`config.mk`:
```
export PLATFORM = sky130hd
export DESIGN_NAME = dram_ctl
export DESIGN_NICKNAME = d
export VERILOG_FILES = /design/src/logic/dram_ctl_pkg.sv /design/src/logic/dram_ctl.sv
export SDC_FILE = /design/constraint.sdc
export NUM_CORES = 1
export LEC_CHECK = 0
export BUFFER_PORTS_ARGS = -buffer_cell sky130_fd_sc_hd__buf_2
export CORE_AREA = 4 4 129 254
export DETAILED_ROUTE_END_ITERATION = 10
export DIE_AREA = 0 0 133 258
export PLACE_DENSITY = 0.54
export SLEW_MARGIN = 20
export SYNTH_ARGS = -nofsm -noshare
export SYNTH_HDL_FRONTEND = slang
export SYNTH_SLANG_ARGS = --single-unit
export TNS_END_PERCENT = 1
```
`constraint.sdc`:
```
create_clock -name clk_sys -period 3.9 [get_ports clk_sys]
set_input_delay 0 -clock clk_sys [delete_from_list [all_inputs] [get_ports clk_sys]]
set_output_delay 0 -clock clk_sys [all_outputs]
set_load 0.01 [all_outputs]
```
`src/logic/dram_ctl_pkg.sv`:
```
// Package with timing constants, states and carrier types for the DRAM controller
package dram_ctl_pkg;

   localparam int CLK_PERIOD_PS = 5000;

   // Times in their own units, converted to cycles rounding least times up
   localparam int POWERUP_PAUSE_US   = 200;
   localparam int SELF_ENTRY_HOLD_US = 100;
   localparam int BACKUP_PERIOD_US   = 125;
   localparam int BACKUP_ROW_LOW_NS  = 1000;
   localparam int REFRESH_WINDOW_MS  = 64;
   localparam int INIT_CYCLES        = 8;
   localparam int ROW_COUNT          = 4096;

   localparam int ROW_LOW_NS_FAST      = 70;
   localparam int ROW_LOW_NS_SLOW      = 80;
   localparam int ROW_PRE_NS_FAST      = 50;
   localparam int ROW_PRE_NS_SLOW      = 60;
   localparam int COL_LOW_NS_FAST      = 18;
   localparam int COL_LOW_NS_SLOW      = 20;
   localparam int COL_PRE_NS           = 10;
   localparam int CYCLE_NS_FAST        = 130;
   localparam int CYCLE_NS_SLOW        = 150;
   localparam int PAGE_CYCLE_NS_FAST   = 45;
   localparam int PAGE_CYCLE_NS_SLOW   = 50;
   localparam int CBR_SETUP_NS         = 10;
   localparam int CBR_HOLD_NS          = 20;
   localparam int SELF_EXIT_HOLD_NS    = 130;

   localparam int POWERUP_CYC    = (POWERUP_PAUSE_US * 1000000 + CLK_PERIOD_PS - 1) / CLK_PERIOD_PS;
   localparam int SELF_ENTRY_CYC = (SELF_ENTRY_HOLD_US * 1000000 + CLK_PERIOD_PS - 1) / CLK_PERIOD_PS;
   localparam int BACKUP_CYC     = (BACKUP_PERIOD_US * 1000000) / CLK_PERIOD_PS;
   localparam int BACKUP_LOW_CYC = (BACKUP_ROW_LOW_NS * 1000) / CLK_PERIOD_PS - 1;
   localparam int REFRESH_INTERVAL_CYC = (REFRESH_WINDOW_MS * 1000000 / ROW_COUNT * 1000) / CLK_PERIOD_PS;

   function automatic int ns_cyc(input int ns);
      int c;
      c = (ns * 1000 + CLK_PERIOD_PS - 1) / CLK_PERIOD_PS;
      return (c < 1) ? 1 : c;
   endfunction : ns_cyc

   localparam int COL_PRE_CYC   = ns_cyc(COL_PRE_NS);
   localparam int CBR_SETUP_CYC = ns_cyc(CBR_SETUP_NS);
   localparam int CBR_HOLD_CYC  = ns_cyc(CBR_HOLD_NS);
   localparam int EXIT_HOLD_CYC = ns_cyc(SELF_EXIT_HOLD_NS);

   localparam logic [11:0] ROW_RESET = 12'h000;

   typedef enum logic [10:0] {
      ST_POWERUP  = 11'h001,
      ST_INIT     = 11'h002,
      ST_IDLE     = 11'h004,
      ST_ROW      = 11'h008,
      ST_COL      = 11'h010,
      ST_COL_PRE  = 11'h020,
      ST_ROW_END  = 11'h040,
      ST_PRE      = 11'h080,
      ST_CBR_SET  = 11'h100,
      ST_SELF     = 11'h200,
      ST_EXIT     = 11'h400
   } state_t;

   typedef enum logic [2:0] {
      KIND_RAS_ONLY = 3'h1,
      KIND_ACCESS   = 3'h2,
      KIND_CBR      = 3'h4
   } kind_t;

   // Strobes and enables as they leave toward the DRAM, all active low
   typedef struct packed {
      logic        row_strobe_n;
      logic        col_strobe_n;
      logic        write_en_n;
      logic        out_en_n;
      logic [11:0] multiplexed_address;
   } dram_pins_t;

   // User request: one access, page continuation flag and data
   typedef struct packed {
      logic        write;
      logic        page_more;
      logic [11:0] row;
      logic [8:0]  col;
      logic [7:0]  wdata;
   } user_req_t;

endpackage : dram_ctl_pkg

```
`src/logic/dram_ctl.sv`:
```
// Host-side controller driving an asynchronous multiplexed-address DRAM
module dram_ctl #(
   parameter int  POWERUP_CYCLES  = dram_ctl_pkg::POWERUP_CYC,
   parameter int  SELF_HOLD_CYCLES = dram_ctl_pkg::SELF_ENTRY_CYC,
   parameter int  BACKUP_CYCLES   = dram_ctl_pkg::BACKUP_CYC,
   parameter int  REFRESH_CYCLES  = dram_ctl_pkg::REFRESH_INTERVAL_CYC,
   parameter int  ROWS            = dram_ctl_pkg::ROW_COUNT,
   parameter bit  SLOW_GRADE      = 1'b0
) (
   // Clock and reset
   input  wire logic                    clk_sys,
   input  wire logic                    resetn,
   // User request
   input  wire logic                    req_valid,
   input  wire dram_ctl_pkg::user_req_t req,
   output logic                         req_ready,
   output logic                         rdata_valid,
   output logic [7:0]                   rdata,
   // Modes
   input  wire logic                    self_refresh_req,
   input  wire logic                    backup_mode,
   output logic                         init_done,
   output logic                         in_self_refresh,
   // DRAM pins
   output dram_ctl_pkg::dram_pins_t     pins,
   input  wire logic [7:0]              data_lines_in,
   output logic [7:0]                   data_lines_out,
   output logic                         data_lines_oe
);

   localparam int ROW_LOW_CYC  = dram_ctl_pkg::ns_cyc(SLOW_GRADE ? dram_ctl_pkg::ROW_LOW_NS_SLOW
                                                                 : dram_ctl_pkg::ROW_LOW_NS_FAST);
   localparam int ROW_PRE_CYC  = dram_ctl_pkg::ns_cyc(SLOW_GRADE ? dram_ctl_pkg::ROW_PRE_NS_SLOW
                                                                 : dram_ctl_pkg::ROW_PRE_NS_FAST);
   localparam int COL_LOW_CYC  = dram_ctl_pkg::ns_cyc(SLOW_GRADE ? dram_ctl_pkg::COL_LOW_NS_SLOW
                                                                 : dram_ctl_pkg::COL_LOW_NS_FAST);
   localparam int CYCLE_CYC    = dram_ctl_pkg::ns_cyc(SLOW_GRADE ? dram_ctl_pkg::CYCLE_NS_SLOW
                                                                 : dram_ctl_pkg::CYCLE_NS_FAST);
   localparam int PAGE_CYC     = dram_ctl_pkg::ns_cyc(SLOW_GRADE ? dram_ctl_pkg::PAGE_CYCLE_NS_SLOW
                                                                 : dram_ctl_pkg::PAGE_CYCLE_NS_FAST);
   // Column precharge stretched so low plus high meets the page cycle
   localparam int COL_HI_CYC   = (PAGE_CYC - COL_LOW_CYC > dram_ctl_pkg::COL_PRE_CYC) ?
                                 PAGE_CYC - COL_LOW_CYC : dram_ctl_pkg::COL_PRE_CYC;
   // Row high so that low plus high meets the random cycle
   localparam int PRE_CYC      = (CYCLE_CYC - ROW_LOW_CYC > ROW_PRE_CYC) ? CYCLE_CYC - ROW_LOW_CYC : ROW_PRE_CYC;
   localparam int ROW_HOLD_CYC = 2;
   localparam int TW           = 32;

   // Two-flop synchronisers for asynchronous inputs
   logic [7:0] dq_s1_r, dq_s2_r;
   logic [1:0] mode_s1_r, mode_s2_r;

   always_ff @(posedge clk_sys) begin
      dq_s1_r   <= data_lines_in;
      dq_s2_r   <= dq_s1_r;
      mode_s1_r <= {self_refresh_req, backup_mode};
      mode_s2_r <= mode_s1_r;
   end

   dram_ctl_pkg::state_t   state_r, state_nxt;
   dram_ctl_pkg::kind_t    kind_r, kind_nxt;
   dram_ctl_pkg::dram_pins_t pins_r, pins_nxt;
   dram_ctl_pkg::user_req_t  cur_r, cur_nxt;
   logic [TW-1:0] tmr_r, tmr_nxt;
   logic [TW-1:0] rowt_r, rowt_nxt;
   logic [TW-1:0] ref_tmr_r, ref_tmr_nxt;
   logic [12:0]   burst_r, burst_nxt;
   logic [11:0]   ref_row_r, ref_row_nxt;
   logic          ref_due_r, ref_due_nxt;
   logic          init_r, init_nxt;
   logic          self_r, self_nxt;
   logic          rdy_r, rdy_nxt;
   logic          rv_r, rv_nxt;
   logic [7:0]    rd_r, rd_nxt;
   logic [7:0]    wd_r, wd_nxt;
   logic          oe_r, oe_nxt;

   function automatic logic [TW-1:0] cyc(input int n);
      return TW'(n);
   endfunction : cyc

   always_comb begin
      state_nxt   = state_r;
      kind_nxt    = kind_r;
      pins_nxt    = pins_r;
      cur_nxt     = cur_r;
      tmr_nxt     = (tmr_r != '0) ? tmr_r - 1'b1 : tmr_r;
      rowt_nxt    = rowt_r + 1'b1;
      ref_tmr_nxt = (ref_tmr_r != '0) ? ref_tmr_r - 1'b1 : ref_tmr_r;
      ref_due_nxt = ref_due_r | (ref_tmr_r == '0);
      burst_nxt   = burst_r;
      ref_row_nxt = ref_row_r;
      init_nxt    = init_r;
      self_nxt    = self_r;
      rdy_nxt     = 1'b0;
      rv_nxt      = 1'b0;
      rd_nxt      = rd_r;
      wd_nxt      = wd_r;
      oe_nxt      = oe_r;
      if (ref_tmr_r == '0) begin
         ref_tmr_nxt = mode_s2_r[0] ? cyc(BACKUP_CYCLES - 1) : cyc(REFRESH_CYCLES - 1);
      end
      case (state_r)
         dram_ctl_pkg::ST_POWERUP: begin
            if (tmr_r == '0) begin
               burst_nxt = 13'(dram_ctl_pkg::INIT_CYCLES);
               kind_nxt  = dram_ctl_pkg::KIND_RAS_ONLY;
               state_nxt = dram_ctl_pkg::ST_PRE;
               tmr_nxt   = '0;
            end
         end
         dram_ctl_pkg::ST_IDLE: begin
            if (burst_r != '0 || ref_due_r) begin
               if (burst_r == '0) begin
                  ref_due_nxt = (ref_tmr_r == '0);
               end else begin
                  burst_nxt = burst_r - 1'b1;
               end
               if (init_r) begin
                  kind_nxt                 = dram_ctl_pkg::KIND_CBR;
                  pins_nxt.col_strobe_n    = 1'b0;
                  state_nxt                = dram_ctl_pkg::ST_CBR_SET;
                  tmr_nxt                  = cyc(dram_ctl_pkg::CBR_SETUP_CYC - 1);
               end else begin
                  kind_nxt                 = dram_ctl_pkg::KIND_RAS_ONLY;
                  pins_nxt.multiplexed_address = ref_row_r;
                  ref_row_nxt              = ref_row_r + 1'b1;
                  state_nxt                = dram_ctl_pkg::ST_CBR_SET;
                  tmr_nxt                  = '0;
               end
            end else if (mode_s2_r[1] && !mode_s2_r[0]) begin
               kind_nxt              = dram_ctl_pkg::KIND_CBR;
               pins_nxt.col_strobe_n = 1'b0;
               self_nxt              = 1'b1;
               state_nxt             = dram_ctl_pkg::ST_CBR_SET;
               tmr_nxt               = cyc(dram_ctl_pkg::CBR_SETUP_CYC - 1);
            end else if (req_valid && !mode_s2_r[0]) begin
               cur_nxt                      = req;
               kind_nxt                     = dram_ctl_pkg::KIND_ACCESS;
               pins_nxt.multiplexed_address = req.row;
               state_nxt                    = dram_ctl_pkg::ST_CBR_SET;
               tmr_nxt                      = '0;
            end
         end
         dram_ctl_pkg::ST_CBR_SET: begin
            if (tmr_r == '0) begin
               pins_nxt.row_strobe_n = 1'b0;
               rowt_nxt              = '0;
               state_nxt             = (kind_r == dram_ctl_pkg::KIND_CBR && self_r) ? dram_ctl_pkg::ST_SELF
                                                                                     : dram_ctl_pkg::ST_ROW;
               tmr_nxt = (kind_r == dram_ctl_pkg::KIND_CBR && self_r) ? cyc(SELF_HOLD_CYCLES - 1)
                       : cyc(ROW_HOLD_CYC - 1);
            end
         end
         dram_ctl_pkg::ST_ROW: begin
            if (tmr_r == '0) begin
               if (kind_r == dram_ctl_pkg::KIND_ACCESS) begin
                  pins_nxt.multiplexed_address = {3'h0, cur_r.col};
                  pins_nxt.write_en_n          = ~cur_r.write;
                  pins_nxt.out_en_n            = cur_r.write;
                  oe_nxt                       = cur_r.write;
                  wd_nxt                       = cur_r.wdata;
                  pins_nxt.col_strobe_n        = 1'b0;
                  state_nxt                    = dram_ctl_pkg::ST_COL;
                  tmr_nxt                      = cyc(COL_LOW_CYC - 1);
               end else begin
                  state_nxt = dram_ctl_pkg::ST_ROW_END;
               end
            end
         end
         dram_ctl_pkg::ST_COL: begin
            if (tmr_r == '0) begin
               if (!cur_r.write) begin
                  rd_nxt = dq_s2_r;
                  rv_nxt = 1'b1;
               end
               pins_nxt.col_strobe_n = 1'b1;
               pins_nxt.write_en_n   = 1'b1;
               pins_nxt.out_en_n     = 1'b1;
               oe_nxt                = 1'b0;
               rdy_nxt               = 1'b1;
               state_nxt             = dram_ctl_pkg::ST_COL_PRE;
               tmr_nxt               = cyc(COL_HI_CYC - 1);
            end
         end
         dram_ctl_pkg::ST_COL_PRE: begin
            // Page continuation only while the row stays well inside the non-page limit
            if (tmr_r == '0) begin
               if (cur_r.page_more && req_valid && req.row == cur_r.row && !ref_due_r
                   && rowt_r < cyc(1000)) begin
                  cur_nxt                      = req;
                  pins_nxt.multiplexed_address = {3'h0, req.col};
                  pins_nxt.write_en_n          = ~req.write;
                  pins_nxt.out_en_n            = req.write;
                  oe_nxt                       = req.write;
                  wd_nxt                       = req.wdata;
                  pins_nxt.col_strobe_n        = 1'b0;
                  state_nxt                    = dram_ctl_pkg::ST_COL;
                  tmr_nxt                      = cyc(COL_LOW_CYC - 1);
               end else begin
                  state_nxt = dram_ctl_pkg::ST_ROW_END;
               end
            end
         end
         dram_ctl_pkg::ST_ROW_END: begin
            // Row low ends once its minimum is met; a page burst can already have held it past 1 us, up to about 1000 cycles
            if (rowt_r >= cyc(ROW_LOW_CYC - 1) || rowt_r >= cyc(dram_ctl_pkg::BACKUP_LOW_CYC)) begin
               pins_nxt.row_strobe_n = 1'b1;
               pins_nxt.col_strobe_n = 1'b1;
               state_nxt             = dram_ctl_pkg::ST_PRE;
               tmr_nxt               = cyc(PRE_CYC - 1);
            end
         end
         dram_ctl_pkg::ST_PRE: begin
            if (tmr_r == '0) begin
               if (!init_r && burst_r == '0) begin
                  init_nxt = 1'b1;
               end
               state_nxt = dram_ctl_pkg::ST_IDLE;
            end
         end
         dram_ctl_pkg::ST_SELF: begin
            if (tmr_r == '0 && !mode_s2_r[1]) begin
               pins_nxt.row_strobe_n = 1'b1;
               pins_nxt.col_strobe_n = 1'b1;
               state_nxt             = dram_ctl_pkg::ST_EXIT;
               tmr_nxt               = cyc(dram_ctl_pkg::EXIT_HOLD_CYC - 1);
            end
         end
         dram_ctl_pkg::ST_EXIT: begin
            if (tmr_r == '0) begin
               self_nxt  = 1'b0;
               burst_nxt = 13'(ROWS);
               state_nxt = dram_ctl_pkg::ST_IDLE;
            end
         end
         default: begin
            state_nxt = dram_ctl_pkg::ST_POWERUP;
         end
      endcase
      if (state_nxt == dram_ctl_pkg::ST_IDLE && init_nxt && burst_nxt == '0 && !ref_due_nxt && !self_nxt) begin
         rdy_nxt = 1'b1;
      end
   end

   always_ff @(posedge clk_sys) begin
      if (!resetn) begin
         state_r   <= dram_ctl_pkg::ST_POWERUP;
         kind_r    <= dram_ctl_pkg::KIND_RAS_ONLY;
         pins_r    <= '{row_strobe_n: 1'b1, col_strobe_n: 1'b1, write_en_n: 1'b1, out_en_n: 1'b1,
                        multiplexed_address: dram_ctl_pkg::ROW_RESET};
         cur_r     <= '0;
         tmr_r     <= cyc(POWERUP_CYCLES - 1);
         rowt_r    <= '0;
         ref_tmr_r <= cyc(REFRESH_CYCLES - 1);
         burst_r   <= '0;
         ref_row_r <= dram_ctl_pkg::ROW_RESET;
         ref_due_r <= 1'b0;
         init_r    <= 1'b0;
         self_r    <= 1'b0;
         rdy_r     <= 1'b0;
         rv_r      <= 1'b0;
         rd_r      <= 8'h00;
         wd_r      <= 8'h00;
         oe_r      <= 1'b0;
      end else begin
         state_r   <= state_nxt;
         kind_r    <= kind_nxt;
         pins_r    <= pins_nxt;
         cur_r     <= cur_nxt;
         tmr_r     <= tmr_nxt;
         rowt_r    <= rowt_nxt;
         ref_tmr_r <= ref_tmr_nxt;
         burst_r   <= burst_nxt;
         ref_row_r <= ref_row_nxt;
         ref_due_r <= ref_due_nxt;
         init_r    <= init_nxt;
         self_r    <= self_nxt;
         rdy_r     <= rdy_nxt;
         rv_r      <= rv_nxt;
         rd_r      <= rd_nxt;
         wd_r      <= wd_nxt;
         oe_r      <= oe_nxt;
      end
   end

   assign pins            = pins_r;
   assign req_ready       = rdy_r;
   assign rdata_valid     = rv_r;
   assign rdata           = rd_r;
   assign init_done       = init_r;
   assign in_self_refresh = self_r;
   assign data_lines_out  = wd_r;
   assign data_lines_oe   = oe_r;

endmodule : dram_ctl

```
Word level (Yosys, flattened, before mapping)
Cells that the tools add are included.
- register bits after elaboration: 224
- input port bits: 44
- output and inout bits: 37
- logic and storage cells: 216
- add/sub/neg operators: 5
- order comparisons: 3
- equal/unequal tests: 32
- mux-type cells: 96
- bitwise gates (word level): 4
- reduce and logical (&&, ||, !) cells: 47
- operator list (operator ; number):
    $mux W32 ; 17
    $pmux W32 S8 ; 1
    $mux W31 ; 5
    $mux W11 ; 11
    $pmux W11 S9 ; 1
    $mux W15 ; 6
    $logic_not A32 Y1 ; 2
    $reduce_bool A32 Y1 ; 2
    $sub A32 B1 Y32 const B ; 2
    $pmux W31 S2 ; 1
    $mux W13 ; 4
    $mux W12 ; 4
    $pmux W13 S3 ; 1
    $pmux W12 S3 ; 1
    $add A32 B1 Y32 const B ; 1
    $ge A32 B4 Y1 const B ; 1
    $ge A32 B8 Y1 const B ; 1
    $lt A32 B10 Y1 const B ; 1
    $mux W8 ; 4
    $logic_not A13 Y1 ; 2
    $ne A2 B2 Y1 const B ; 12
    $eq A11 B3 Y1 const B ; 2
    $mux W1 ; 22
    $mux W3 ; 6
    41 further kinds ; 77

Longest topological paths before layout
- word-level depth: 13
- mapped depth: 13
- mapped depth without buffers: 11

Least setup slack after synthesis
Ideal clock, no wire load.
- path type: register -> register
- start point: reg tmr_r[0]
- end point: reg tmr_r[0]
- library setup time: 142 ps
- arrival: 3015 ps
- required time: 3758 ps
- slack: 743 ps
- stages on the path, launching flop included: 14
- path buffers: 2
- period minus slack after synthesis: 3157 ps
- cell sequence: dfxtp_1 > inv_1 > ha_1 > nor4b_2 > nand4_1 > nor3_2 > inv_2 > clkbuf_1 > clkbuf_1 > ha_1 > nand2_1 > nand2_1 > a22oi_1 > or4b_2
- word-level cells in the longest chain between the ends: 6
- elaborated cells on any way between the ends: 18
- those cells by class: add/sub (1); mux (14); reduce/logical (3)
- ends and longest elaborated chain (item ; line ; source):
    start, declared ; dram_ctl.sv:64 ; logic [TW-1:0] tmr_r, tmr_nxt;
    start signal, assigned ; dram_ctl.sv:253 ; tmr_r <= cyc(POWERUP_CYCLES - 1);
    start signal, assigned ; dram_ctl.sv:271 ; tmr_r <= tmr_nxt;
    $sub A32 B1 Y32 or $reduce_bool A32 Y1 (tied branches) ; dram_ctl.sv:87 ; tmr_nxt = (tmr_r != '0) ? tmr_r - 1'b1 : tmr_r;
    $mux W32 ; dram_ctl.sv:87 ;
    $mux W32 ; dram_ctl.sv:137 ; end else if (req_valid && !mode_s2_r[0]) begin
    $mux W32 ; dram_ctl.sv:131 ; end else if (mode_s2_r[1] && !mode_s2_r[0]) begin
    $mux W32 ; dram_ctl.sv:113 ; if (burst_r != '0 || ref_due_r) begin
    $pmux W32 S8 * ; dram_ctl.sv:103 ; case (state_r)
Mark *: on every way between the ends. The rest lies on a longest branch, timed or not.
A chain may end at the register's enable or synchronous reset.

Final worst setup path
- start point: reg burst_r[0]
- end point: reg pins_r, in the netlist pins[6]
- word-level cells in the longest chain between the ends: 4
- elaborated cells on any way between the ends: 8
- those cells by class: eq/ne (3); mux (2); reduce/logical (3)
- ends and longest elaborated chain (item ; line ; source):
    start, declared ; dram_ctl.sv:67 ; logic [12:0] burst_r, burst_nxt;
    start signal, assigned ; dram_ctl.sv:274 ; burst_r <= burst_nxt;
    $reduce_bool A13 Y1 * ; dram_ctl.sv:113 ;
    $logic_or A1 B1 Y1 * ; dram_ctl.sv:113 ;
    $ne A3 B3 Y1 (no source line) or $mux W12 (tied branches) ; - ;
    $reduce_and A8 Y1 (no source line) or $pmux W12 S3 (tied branches) ; - ;
    end signal, assigned ; dram_ctl.sv:250 ; pins_r <= '{row_strobe_n: 1'b1, col_strobe_n: 1'b1, write_en_n: 1'b1, out_en_n: 1'b1,
    end signal, assigned ; dram_ctl.sv:269 ; pins_r <= pins_nxt;
    end, declared ; dram_ctl.sv:62 ; dram_ctl_pkg::dram_pins_t pins_r, pins_nxt;
Marked as above.

==> results.md <==
- Clk root buf: clkbuf_16
- Initial antenna violation count: 1
- Area grow syn2layout: 20.0%
- Worst-path clk slew: around 0.07 ns
- Worst r2r src: burst_r[0]$_SDFF_PN0_
- Static leakage: between 5 and 6 nW
- I/O Buffers: 80
- GRT overflow: 0
- Crit path top cell by count: a21oi_1
- Core Box Area: ~31,000 um^2
- WL per Instance: between 15 and 20 um
- Top-area cell type share of the netlist area: 42.1%
- Syn Nets: 1,303
- Asr flop ratio synth: 0%
- Number of flops mapped to enable cells by yosys: 0
- Worst Hold Class: in -> reg
- Setup bufs post-CTS: 0
- Setup crit end kind: flip-flop
- Seq/Total Area, Yosys: ~42%
- Synth Flop Type: dfxtp_1
- Worst path slowest cell: a21oi_1
- Slew Viols, Final: 0
- Hold endpoint: mode_s1_r[0]$_DFF_P_
- Post-Syn Area per Cell: ~8.5 um^2
- Die width: 133 um
- Clk_skew: approximately 0.027 ns
- Hold Crit Start: backup_mode
- Num Clock Sinks: roughly 220
- Post-DP HPWL: 24,700 um
- Max transition margin: ~27%
- Yosys reg bits: roughly 220
- CP delay by family, top: compound AO/OA/AOI/OAI gates
- Max cap viols: 0
- CTS Buf Count: 23
- Crit share post-route: 84.9%
- Top cells by area, synth: dfxtp_1 (42%), nor2_1 (6.6%), xnor2_1 (5.4%), mux2i_1 (5.1%), xor2_1 (3.4%)
- Gpl congestion: about 0.94
- Syn Inst Count: roughly 1,200
- Post-synth top cells: dfxtp_1 (224), nor2_1 (188), nand2_1 (79)
- Final TNS setup: 0 ns
- VDD IR-drop max: roughly 0.45 mV
- Slew @ Worst Pin: 1.09 ns
- Largest net degree at the start of global routing: 54
- FF-to-FF setup slack: between 0.5 and 0.6 ns
- Crit path required time: about 4.3 ns
- H-Tree Level Count: 1
- Ant. Diodes: 0
- Post-route cell area: 12,800 um^2
- # IOs: 81
- Layout cell share with drive strength beyond 1: 12.8%
- Routed Antenna Nets: 0
- Slowest stage delay, CP: about 0.87 ns
- RR Endpoint: pins[6]$_SDFFE_PN0P_
- GRT Util Overall: a little under a fifth
- First-pass iteration count of the detailed router: 7
- Largest fanout on the critical path: 14
- CTS tree: done
- Layout Nets: around 1,400
- Max Fclk: approximately 0.30 GHz
- Final wirelength: roughly 33,000 um
- Max Root-Sink Buffers: 3
- Cell Area, Placed: 11,600 um^2
- Synth Cell Area: approximately 11,000 um^2
- Total number of vias: 9,676
- Min Clock Period, post-route: 3.31 ns
- Final setup vio count: 0
- Row cnt: 91
- Crit start category: flip-flop
- Die area: 34,300 um^2
- Yosys cell types: 74
- Pwr Density: 377 nW/um^2
- Starting density of the core: between 30% and 40%
- Critical path class: reg -> reg
- Vias in the first global route: ~9,600
- Vias per cell: roughly 5.4
- Drt first-iter violations: 455
- Top-count cell post-synth: dfxtp_1
- Utilization after layout: approximately 41%
- Crit path cell chain: inv_1 > ha_1 > or4b_2 > nor4_4 > nand2b_1 > a21oi_1 > a21oi_1 > a311oi_1
- Run status: complete, no violations
- Arr. time, crit path: roughly 3.7 ns
- Ys Warns: 0
- Die height: approximately 260 um
- Bufs and invs on worst path: 1
- DRC Markers: 0
- RSZ-0062 raised after global routing: no
- Hold Path Depth: 2
- Post-synth top area cell: dfxtp_1
- Global-route wire length before repair: 51,500 um
- Final hold vios: 0
- Worst Reg-to-Reg Cells: 8
- Clk_lat worst skew: roughly 0.54 ns
[layout make-up]
cell class | instances | area [um^2]
Fill cell | 3139 | 18100
Timing Repair Buffer | 157 | 1080
Clock buffer | 31 | 646
Multi-Input combinational cell | 946 | 5850
Tap cell | 418 | 523
Clock inverter | 8 | 97.6
Sequential cell | 224 | 4480
Inverter | 22 | 82.6
[report_power, final]
part           internal, mW  switching [mW]  total, mW
Combinational         0.105           0.132      0.237
Clock                  1.29           0.934       2.22
Sequential             2.32          0.0305       2.35
[layer usage]
layer / routed length, um / track usage (%) / up-vias
met4: 2020 / 11.3 / 2
met3: 1340 / 2.79 / 122
li1: - / - / 4730
met1: 11200 / 17.5 / 4555
met2: 18200 / 36.9 / 267
met5: 7 / 0 / -
[sequential cells by signal, indices dropped and copies added, names as in the netlist, 3 cells and up]
register / count
burst_r: 13
cur_r: 31
data_lines_out: 8
dq_s1_r: 8
dq_s2_r: 8
kind_r: 3
pins: 16
rdata: 8
ref_row_r: 12
ref_tmr_r: 32
rowt_r: 32
state_r: 11
tmr_r: 32
[per-stage QoR]
stage,cells,power (mW),hold WS [ns],setup slack [ns]
CTS,1806,4.88,0.0732,0.565
finish,1806,4.81,0.0955,0.589
global placement,1725,2.60,0.103,0.709
global route,1806,5.01,0.0946,0.294
floorplan,1249,2.52,0.0277,0.743
detailed placement,1725,2.61,0.104,0.629
[logic make-up (layout without fill, tap and decap cells)]
| logic type | after synthesis | count (layout) | share of synthesized area, % |
|---|---|---|---|
| flip-flops | 224 | 224 | 42.1 |
| AO/OA/AOI/OAI | 200 | 200 | 11.7 |
| other | 1 | 1 | 0.0352 |
| multiplexers | 54 | 54 | 5.08 |
| adder cells (fa/ha/maj) | 10 | 10 | 1.18 |
| XOR/XNOR | 107 | 107 | 8.81 |
| AND/OR/NAND/NOR | 574 | 574 | 28.0 |
| buffers and inverters | 79 | 218 | 3.09 |
[placed cells by master (no fill, tap or decap), types with 4 or more instances in the layout]
| cell type | instances |
|---|---|
| dfxtp_1 | 224 |
| nor2_1 | 188 |
| buf_2 | 80 |
| nand2_1 | 79 |
| xnor2_1 | 66 |
| nor3_1 | 62 |
| a21oi_1 | 60 |
| o21ai_0 | 59 |
| mux2i_1 | 54 |
| dlygate4sd3_1 | 42 |
| xor2_1 | 41 |
| nand3_1 | 35 |
| buf_4 | 35 |
| nand4_1 | 33 |
| nor4_1 | 31 |
| or3_1 | 26 |
| clkbuf_16 | 23 |
| and3_1 | 22 |
| or4_1 | 21 |
| inv_1 | 20 |
| and2_1 | 11 |
| nand2b_1 | 10 |
| a31oi_1 | 10 |
| ha_1 | 10 |
| and4_1 | 9 |
| nor3b_1 | 7 |
| o31ai_1 | 7 |
| a22oi_1 | 7 |
| a211oi_1 | 7 |
| nor2b_1 | 6 |
| a311oi_1 | 6 |
| a221oi_1 | 6 |
| and4b_1 | 4 |
| nand4b_1 | 4 |
| clkbuf_1 | 4 |
| clkinv_2 | 4 |
| clkbuf_8 | 4 |
[how the worst max path moves through the flow]
stage	startpoint	end	slack (ns)	cells after the start
global placement	burst_r[0]$_SDFF_PN0_	pins[6]$_SDFFE_PN0P_	0.71	8
detailed placement	burst_r[0]$_SDFF_PN0_	pins[0]$_SDFFE_PN0P_	0.63	8
floorplan	tmr_r[0]$_SDFF_PN1_	tmr_r[0]$_SDFF_PN1_	0.74	13
finish	burst_r[0]$_SDFF_PN0_	pins[6]$_SDFFE_PN0P_	0.59	8
CTS	burst_r[0]$_SDFF_PN0_	pins[0]$_SDFFE_PN0P_	0.56	8
global route	burst_r[0]$_SDFF_PN0_	pins[8]$_SDFFE_PN0P_	0.29	8
[what timing repair did]
item | in CTS | in global routing
gates resized for setup | 0 | 0
endpoints found under the setup margin | 0 | 0
endpoints found under the hold margin | 75 | 0
hold buffers | 42 | 0
[worst register-to-register path, cell delays in order (launching register included)]
cell and delay [ns]:
dfxtp_1 0.33, inv_1 0.10, ha_1 0.27, or4b_2 0.65, nor4_4 0.31, nand2b_1 0.24, a21oi_1 0.88, a21oi_1 0.17
a311oi_1 0.26
Power figures use the tool's default switching activity.
